**src/pidiv_pkg.sv**
```systemverilog
// pidiv_pkg: constants and carrier types of the periodic interrupt divider
// assumes: used by pidiv_top, pidiv_sva and pidiv_top_my, every reference written as pidiv_pkg::name
package pidiv_pkg;

  // register map, byte offsets on the wishbone bus
  localparam logic [7:0] CTRL_IDX      = 8'h07;             // printed index of the control reg
  localparam logic [5:0] CTRL_ADDR     = 6'h1c;             // byte address = 4 * index
  localparam logic [5:0] MISC_ADDR     = 6'h20;             // debug/pseudo-stop enables
  localparam logic [5:0] STAT_ADDR     = 6'h24;             // sticky event status, read only
  localparam logic [5:0] CLR_ADDR      = 6'h28;             // write one to clear status
  localparam logic [5:0] IEN_ADDR      = 6'h2c;             // interrupt enable

  // control register fields and reset
  localparam int         DEC_BIT       = 7;
  localparam int         RATE_HI       = 6;
  localparam int         RATE_LO       = 4;
  localparam int         MOD_HI        = 3;
  localparam int         MOD_LO        = 0;
  localparam logic [7:0] CTRL_RST      = 8'h00;

  // misc register fields and reset
  localparam int         PSTOP_EN_BIT  = 0;
  localparam int         DBG_STOP_BIT  = 1;
  localparam logic [1:0] MISC_RST      = 2'h0;

  // status layout: bit 0 is the timeout event
  localparam int         EVT_TIMEOUT   = 0;
  localparam logic [0:0] STAT_RST      = 1'h0;

  // binary family: base exponent 10 for rate code 1
  localparam int         BIN_EXP_BASE  = 10;
  localparam int         DEC_UNIT      = 1000;
  localparam int         PRE_W         = 18;                // holds 200000 - 1

  // wishbone request carried as one struct
  typedef struct packed {
    logic        cyc;
    logic        stb;
    logic        we;
    logic [5:0]  adr;
    logic [3:0]  sel;
    logic [31:0] dat;
  } pidiv_wb_req_t;

endpackage : pidiv_pkg

```
**src/pidiv_top.sv**
```systemverilog
// pidiv_top: periodic interrupt divider with wishbone register slave
// assumes: clk_i is the oscillator clock; mode inputs come from pins in other domains
//
// Function
// - timeout event recurs every selected divide value oscillator cycles
// - any control register write restarts the counter from its initial state
// - bit 7 chooses binary or decimal prescale family
// - bits 6 to 4 pick the coarse prescale rate
// - bits 3 to 0 multiply the prescaled period by n plus one
// - counter runs on the oscillator clock, not the pll clock
// - binary code 000 is off, codes 001-111 give two to 10..16
// - decimal codes give 1,2,5,10,20,50,100,200 thousand base periods
// - reset leaves binary mode, rate zero, modulus zero: timer off
// - in pseudo stop, counting continues only when enabled, else freezes
// - debug-stop bit halts the counter during active background debug
//
// Implementation choice: the Wishbone register port.
`timescale 1ns/100ps
module pidiv_top (
  // clock and reset
  input  wire logic        clk_i,
  input  wire logic        rst_n_i,
  // wishbone slave
  input  wire logic        wb_cyc_i,
  input  wire logic        wb_stb_i,
  input  wire logic        wb_we_i,
  input  wire logic [5:0]  wb_adr_i,
  input  wire logic [3:0]  wb_sel_i,
  input  wire logic [31:0] wb_dat_i,
  output logic      [31:0] wb_dat_o,
  output logic             wb_ack_o,
  // chip mode inputs, asynchronous
  input  wire logic        pseudo_stop_i,
  input  wire logic        debug_active_i,
  // events
  output logic             timeout_o,
  output logic             irq_o
);

  typedef enum logic [0:0] {PIDIV_IDLE, PIDIV_ACKED} pidiv_bus_t;

  pidiv_pkg::pidiv_wb_req_t req;
  assign req = '{cyc: wb_cyc_i, stb: wb_stb_i, we: wb_we_i, adr: wb_adr_i,
                 sel: wb_sel_i, dat: wb_dat_i};

  // base period in cycles, minus one, for a family and rate code
  function automatic logic [pidiv_pkg::PRE_W-1:0] base_m1(input logic dec,
                                                          input logic [2:0] rate);
    logic [31:0] v;
    v = 32'h1;
    if (dec) begin
      case (rate)
        3'h0:    v = 32'd1 * pidiv_pkg::DEC_UNIT;
        3'h1:    v = 32'd2 * pidiv_pkg::DEC_UNIT;
        3'h2:    v = 32'd5 * pidiv_pkg::DEC_UNIT;
        3'h3:    v = 32'd10 * pidiv_pkg::DEC_UNIT;
        3'h4:    v = 32'd20 * pidiv_pkg::DEC_UNIT;
        3'h5:    v = 32'd50 * pidiv_pkg::DEC_UNIT;
        3'h6:    v = 32'd100 * pidiv_pkg::DEC_UNIT;
        default: v = 32'd200 * pidiv_pkg::DEC_UNIT;
      endcase
    end else begin
      v = 32'h1 << (pidiv_pkg::BIN_EXP_BASE - 1 + 32'(rate));
    end
    base_m1 = pidiv_pkg::PRE_W'(v - 32'h1);
  endfunction : base_m1

  // registers
  logic [7:0]                    ctrl_ff;
  logic [1:0]                    misc_ff;
  logic [0:0]                    stat_ff;
  logic [0:0]                    ien_ff;
  logic [pidiv_pkg::PRE_W-1:0]   pre_ff;
  logic [3:0]                    mod_ff;
  logic                          tmo_ff;
  logic [1:0]                    pst_sync_ff;
  logic [1:0]                    dbg_sync_ff;
  pidiv_bus_t                    bus_ff;
  logic [31:0]                   rdat_ff;

  // decode
  wire access   = req.cyc && req.stb && (bus_ff == PIDIV_IDLE);
  wire wr       = access && req.we;
  wire wr_ctrl  = wr && (req.adr == pidiv_pkg::CTRL_ADDR) && req.sel[0];
  wire wr_misc  = wr && (req.adr == pidiv_pkg::MISC_ADDR) && req.sel[0];
  wire wr_clr   = wr && (req.adr == pidiv_pkg::CLR_ADDR) && req.sel[0];
  wire wr_ien   = wr && (req.adr == pidiv_pkg::IEN_ADDR) && req.sel[0];

  // control fields
  // family select bit
  wire       dec_sel  = ctrl_ff[pidiv_pkg::DEC_BIT];
  wire [2:0] rate_sel = ctrl_ff[pidiv_pkg::RATE_HI:pidiv_pkg::RATE_LO];
  wire [3:0] mod_sel  = ctrl_ff[pidiv_pkg::MOD_HI:pidiv_pkg::MOD_LO];
  // binary rate zero turns timer off
  wire       timer_on = dec_sel || (rate_sel != 3'h0);
  wire [pidiv_pkg::PRE_W-1:0] pre_top = base_m1(dec_sel, rate_sel);

  // synchronised mode levels; only the second stage is read
  wire pst_s = pst_sync_ff[1];
  wire dbg_s = dbg_sync_ff[1];
  wire frz_pst = pst_s && !misc_ff[pidiv_pkg::PSTOP_EN_BIT];
  // debug stop freezes while debug active
  wire frz_dbg = dbg_s && misc_ff[pidiv_pkg::DBG_STOP_BIT];
  wire run     = timer_on && !frz_pst && !frz_dbg;

  wire pre_end = (pre_ff == pre_top);
  wire mod_end = (mod_ff == mod_sel);
  wire hit     = run && pre_end && mod_end;

  // next counter values; a freeze holds state without reinitialising
  logic [pidiv_pkg::PRE_W-1:0] nxt_pre;
  logic [3:0]                  nxt_mod;
  always_comb begin
    nxt_pre = pre_ff;
    nxt_mod = mod_ff;
    if (wr_ctrl || !timer_on) begin
      nxt_pre = '0;
      nxt_mod = 4'h0;
    end else if (run) begin
      if (pre_end) begin
        nxt_pre = '0;
        nxt_mod = mod_end ? 4'h0 : mod_ff + 4'h1;
      end else begin
        nxt_pre = pre_ff + 1'b1;
      end
    end
  end

  // counters clocked by the oscillator clock clk_i
  always_ff @(posedge clk_i or negedge rst_n_i) begin
    if (!rst_n_i) begin
      pre_ff <= '0;
      mod_ff <= 4'h0;
      tmo_ff <= 1'b0;
    end else begin
      pre_ff <= nxt_pre;
      mod_ff <= nxt_mod;
      tmo_ff <= hit && !wr_ctrl;
    end
  end

  // two-stage synchronisers for the asynchronous mode pins
  always_ff @(posedge clk_i or negedge rst_n_i) begin
    if (!rst_n_i) begin
      pst_sync_ff <= 2'h0;
      dbg_sync_ff <= 2'h0;
    end else begin
      pst_sync_ff <= {pst_sync_ff[0], pseudo_stop_i};
      dbg_sync_ff <= {dbg_sync_ff[0], debug_active_i};
    end
  end

  // software registers
  always_ff @(posedge clk_i or negedge rst_n_i) begin
    if (!rst_n_i) begin
      ctrl_ff <= pidiv_pkg::CTRL_RST;
      misc_ff <= pidiv_pkg::MISC_RST;
      ien_ff  <= 1'h0;
    end else begin
      if (wr_ctrl) begin
        ctrl_ff <= req.dat[7:0];
      end
      if (wr_misc) begin
        misc_ff <= req.dat[1:0];
      end
      if (wr_ien) begin
        ien_ff <= req.dat[0:0];
      end
    end
  end

  // sticky status: a new event wins over a clear in the same cycle
  wire [0:0] clr_mask = wr_clr ? req.dat[0:0] : 1'h0;
  always_ff @(posedge clk_i or negedge rst_n_i) begin
    if (!rst_n_i) begin
      stat_ff <= pidiv_pkg::STAT_RST;
    end else begin
      stat_ff <= (stat_ff & ~clr_mask) | tmo_ff;
    end
  end

  // read mux; unmapped addresses read zero and still ack
  logic [31:0] rd_mux;
  always_comb begin
    case (req.adr)
      pidiv_pkg::CTRL_ADDR: rd_mux = {24'h0, ctrl_ff};
      pidiv_pkg::MISC_ADDR: rd_mux = {30'h0, misc_ff};
      pidiv_pkg::STAT_ADDR: rd_mux = {31'h0, stat_ff};
      pidiv_pkg::IEN_ADDR:  rd_mux = {31'h0, ien_ff};
      default:              rd_mux = 32'h0;
    endcase
  end

  // one-cycle ack, then one idle cycle so ack drops before a new request
  always_ff @(posedge clk_i or negedge rst_n_i) begin
    if (!rst_n_i) begin
      bus_ff  <= PIDIV_IDLE;
      rdat_ff <= 32'h0;
    end else begin
      case (bus_ff)
        PIDIV_IDLE: begin
          if (req.cyc && req.stb) begin
            bus_ff  <= PIDIV_ACKED;
            rdat_ff <= rd_mux;
          end
        end
        PIDIV_ACKED: begin
          bus_ff <= PIDIV_IDLE;
        end
        default: begin
          bus_ff <= PIDIV_IDLE;
        end
      endcase
    end
  end

  // outputs
  assign wb_ack_o  = (bus_ff == PIDIV_ACKED);
  assign wb_dat_o  = rdat_ff;
  assign timeout_o = tmo_ff;
  assign irq_o     = |(stat_ff & ien_ff);

endmodule : pidiv_top

```
**config.mk**
```make
export PLATFORM = sky130hd
export DESIGN_NAME = pidiv_top
export DESIGN_NICKNAME = d
export VERILOG_FILES = /design/src/pidiv_pkg.sv /design/src/pidiv_top.sv
export SDC_FILE = /design/constraint.sdc
export NUM_CORES = 1
export LEC_CHECK = 0
export BUFFER_PORTS_ARGS = -buffer_cell sky130_fd_sc_hd__buf_2
export CORE_MARGIN = 3
export CORE_UTILIZATION = 35
export CTS_CLUSTER_SIZE = 12
export DETAILED_ROUTE_END_ITERATION = 10
export HOLD_SLACK_MARGIN = 0.05
export PLACE_DENSITY = 0.68
export SETUP_SLACK_MARGIN = 0.3
export SYNTH_ARGS = -nofsm -noshare
export SYNTH_HDL_FRONTEND = slang
export SYNTH_SLANG_ARGS = --single-unit
```
**constraint.sdc**
```tcl
create_clock -name clk_i -period 4.22 [get_ports clk_i]
set_input_delay 0.211 -clock clk_i [delete_from_list [all_inputs] [get_ports clk_i]]
set_output_delay 0.211 -clock clk_i [all_outputs]
set_load 0.01 [all_outputs]
```
==> flow_summary.toml <==
[logic_synthesis]
synthArstFlopShare_pct = 100
synthTopCellsByArea = "dfrtp_1 (32%), buf_4 (6.2%), nand2_1 (4.5%)"
synth-main-ff-cell = "dfrtp_1"
ys_warn_count = 0
synth-seq-area-share_pct = 32.1
yosys.area.top_type = "dfrtp_1"
synth_edf_count = 0
syn_inst = 440
synth_top_area_share_pct = 32.1
synth_area_per_cell_um2 = 8.52
synth.distinct_cells = 73
netlist_area_um2 = 3750
synth_seq_cells = 48

[cts]
clk_path_buf_depth = 2
cts_tree = "built"
insertion_delay_ns = 0.30
htree_levels = 2
cts_made_buffers = 5
clockRootBuffer = "clkbuf_8"
cts.reportedPaths.clkPinSlew_ns = 0.09
clock_sinks = 48

[critical_path]
rr_startpoint = "ctrl_ff[4]"
start_kind = "flop"
cpLargestDelayFamily = "compound AO/OA/AOI/OAI gates"
worstSetupEndpointType = "flop"
cpMaxStageDelayCell = "o41a_1"
path_buf_inv = 3
crit_path_cell_trace = "nand2_4, clkinvlp_4, ha_1, nor2b_1, buf_4, a21oi_4, o311ai_4, or3_4, o41a_1, a31oi_4, o211ai_1, o21ai_2, buf_4, o22ai_1, a21o_1"
startpoint = "ctrl_ff[4]"
crit_path_max_incr_delay_ns = 0.47
cp.arrival_ns = 4.03
criticalPathCategory = "reg -> reg"
cp_data_required_time_ns = 4.42
critPathMostFrequentCell = "buf_4"
crit_fanout = 7

[power_and_ir_drop]
p_sw_w = 0.000302
p_leak_nw = 1.95
ir_drop_mv = 0.144
p_sw_share_pct = 28.3
comb_power_share_pct = 19.3
internal_power_w = 0.000764
seqPwrFrac_pct = 48.2
power_frac_clock_pct = 32.5
p_per_area_nw_per_um2 = 252

[final_layout]
num_antenna_cells = 0
final_common_cell = "dfrtp_1"
syn2layout_area_growth_pct = 13.0
final_cell_mix = "dfrtp_1 (48), nand2_1 (45), buf_2 (32), conb_1 (25), nand3_1 (20)"
fillCellCount = 1035
fin_util_pct = 40.8
drive_above_1_share_pct = 19.4
fin_area_um2 = 4230
stdcell_count = 615
finalNetCount = 534

[route]
drc_errors = 0
wl_per_cell_um = 14.6
finalWirelength_um = 8950
drt_iter0_markers = 276
dr.pass1.iters = 5
vias_per_cell = 5.41
num_vias = 3327
ant_nets = 0

[place]
pre_cts_ws_ns = 0.281
numPortBuffers = 32
dp.cells = 597
hpwl_um = 6500
gp_congestion = 0.845
dpl_cell_area_um2 = 3950

[sta]
slew_headroom_pct = 29.8
fin_setup_tns_ns = 0
setup_viol = 0
worst_slack_ns = 0.387
max_freq_mhz = 261
finalMaxSlewViolations = 0
finalClockSkew_ns = 0.00901
worstMarginPinSlew_ns = 1.05
grt_setup_unrepaired = "no"
fin_crit_ns = 3.83
hold_viol_final = 0
fin_crit_sh_pct = 90.8

[die]
core_area_um2 = 10400
die_h_um = 109
die_x_um = 109
num_rows = 37
die_area_um2 = 12000
start_util_pct = 36.1
boundaryPins = 84

[grt]
grt_pass1_wl_um = 14800
grt_remaining_overflow = 0
gr-usage-all-layers_pct = 15.0
grt_pass1_vias = 3125
grt_max_degree = 49
antenna_found_initial = 0

[flow_run]
max_cap_violations = 0

[outcome]
status = "complete, no violations"

[worst_hold_path]
hold_path.class = "in -> async"
==> worst register-to-register path: cells and delay by family, from the launching register on <==
kind,cells,cell delay [ns]
AO/OA/AOI/OAI,8,1.90
adder cells (fa/ha/maj),1,0.23
buffers and inverters,3,0.51
flip-flops,1,0.42
AND/OR/NAND/NOR,3,0.68
==> power groups by stage <==
stage | combinational (W) | clock (W) | sequential (W)
final | 0.000205 | 0.000347 | 0.000513
after global routing | 0.000231 | 0.000379 | 0.000518
after CTS | 0.000195 | 0.000359 | 0.000512
after detailed placement | 0.000191 | 0 | 0.000521
after global placement | 0.000185 | 0 | 0.000521
after floorplan | 0.000162 | 0 | 0.000513
==> cells in the mapped netlist, drive strengths merged (3+ instances only) <==
cell     count
nor2        19
inv         10
xnor2       14
o22ai       12
o21ai       20
or3          6
nand4        4
clkbuf       7
a31oi        4
buf         40
nor2b        7
and3        16
nor3        12
dfrtp       48
ha           7
o21a         3
a21oi       20
a21o         9
and2         6
or2          4
nor3b        8
o211ai       4
mux2        10
a32oi        3
nor4         5
nand3       21
o2bb2ai      6
a211o        4
xor2         8
nand2b      16
nand2       46
or3b         3
==> worst paths after layout <==
path	to	slack (ns)	depth (start not counted)
worst min-delay path	ien_ff	0.10	1
worst min register to register	dbg_sync_ff[1]	0.35	0
max in group asynchronous	pre_ff[4]	3.47	1
worst max-delay path	pre_ff[10]	0.39	15
worst max register to register	pre_ff[10]	0.39	15
min in group clk_i	ctrl_ff[6]	0.11	3
==> kinds of logic after synthesis <==
group	count (synthesis)	share of synthesized area, %
adder cells (fa/ha/maj)	7	2.34
XOR/XNOR	22	5.14
multiplexers	11	3.27
other	2	0.200
AND/OR/NAND/NOR	184	27.1
buffers and inverters	58	9.32
AO/OA/AOI/OAI	108	20.6
flip-flops	48	32.1
==> layout make-up <==
class                      instances  area, um^2  share of cell area, %
multi-input combinational        357        2350                   55.5
sequential                        48        1200                   28.4
timing repair buffer              55         345                   8.16
tap                              136         170                   4.02
clock buffer                       6        82.6                   1.95
inverter                          11        45.0                   1.06
clock inverter                     2        38.8                  0.916
==> layer usage <==
| metal | vias up | share of wire [%] | global-route usage, % |
|---|---|---|---|
| li1 | 1637 | - | - |
| met1 | 1577 | 45 | 20.5 |
| met2 | 104 | 50 | 25.7 |
| met3 | 9 | 4.4 | 1.76 |
| met4 | 0 | 0.99 | 3.12 |
| met5 | - | 0 | 0 |
==> stage by stage <==
step	power (W)	hold slack [ns]
global route	0.00113	0.104
detailed placement	0.000713	0.321
finish	0.00107	0.101
global placement	0.000706	0.319
CTS	0.00107	0.102
floorplan	0.000676	-0.0846
==> sequential cells by signal, summed over array words and instances (netlist names) <==
signal,cells
pre_ff,18
stat_ff,1
pst_sync_ff,2
wb_ack_o,1
timeout_o,1
wb_dat_o,8
dbg_sync_ff,2
misc_ff,2
ien_ff,1
ctrl_ff,8
mod_ff,4
==> what timing repair did <==
action                                  CTS  global route
buffers inserted                          0             6
hold endpoints to repair                  2             0
hold buffers                              2             0
resized for setup                         3            14
endpoints found under the setup margin    5            23
gates cloned                              1             1
pin swaps                                 0             5
No activity file was read; power rests on OpenSTA's default activity.
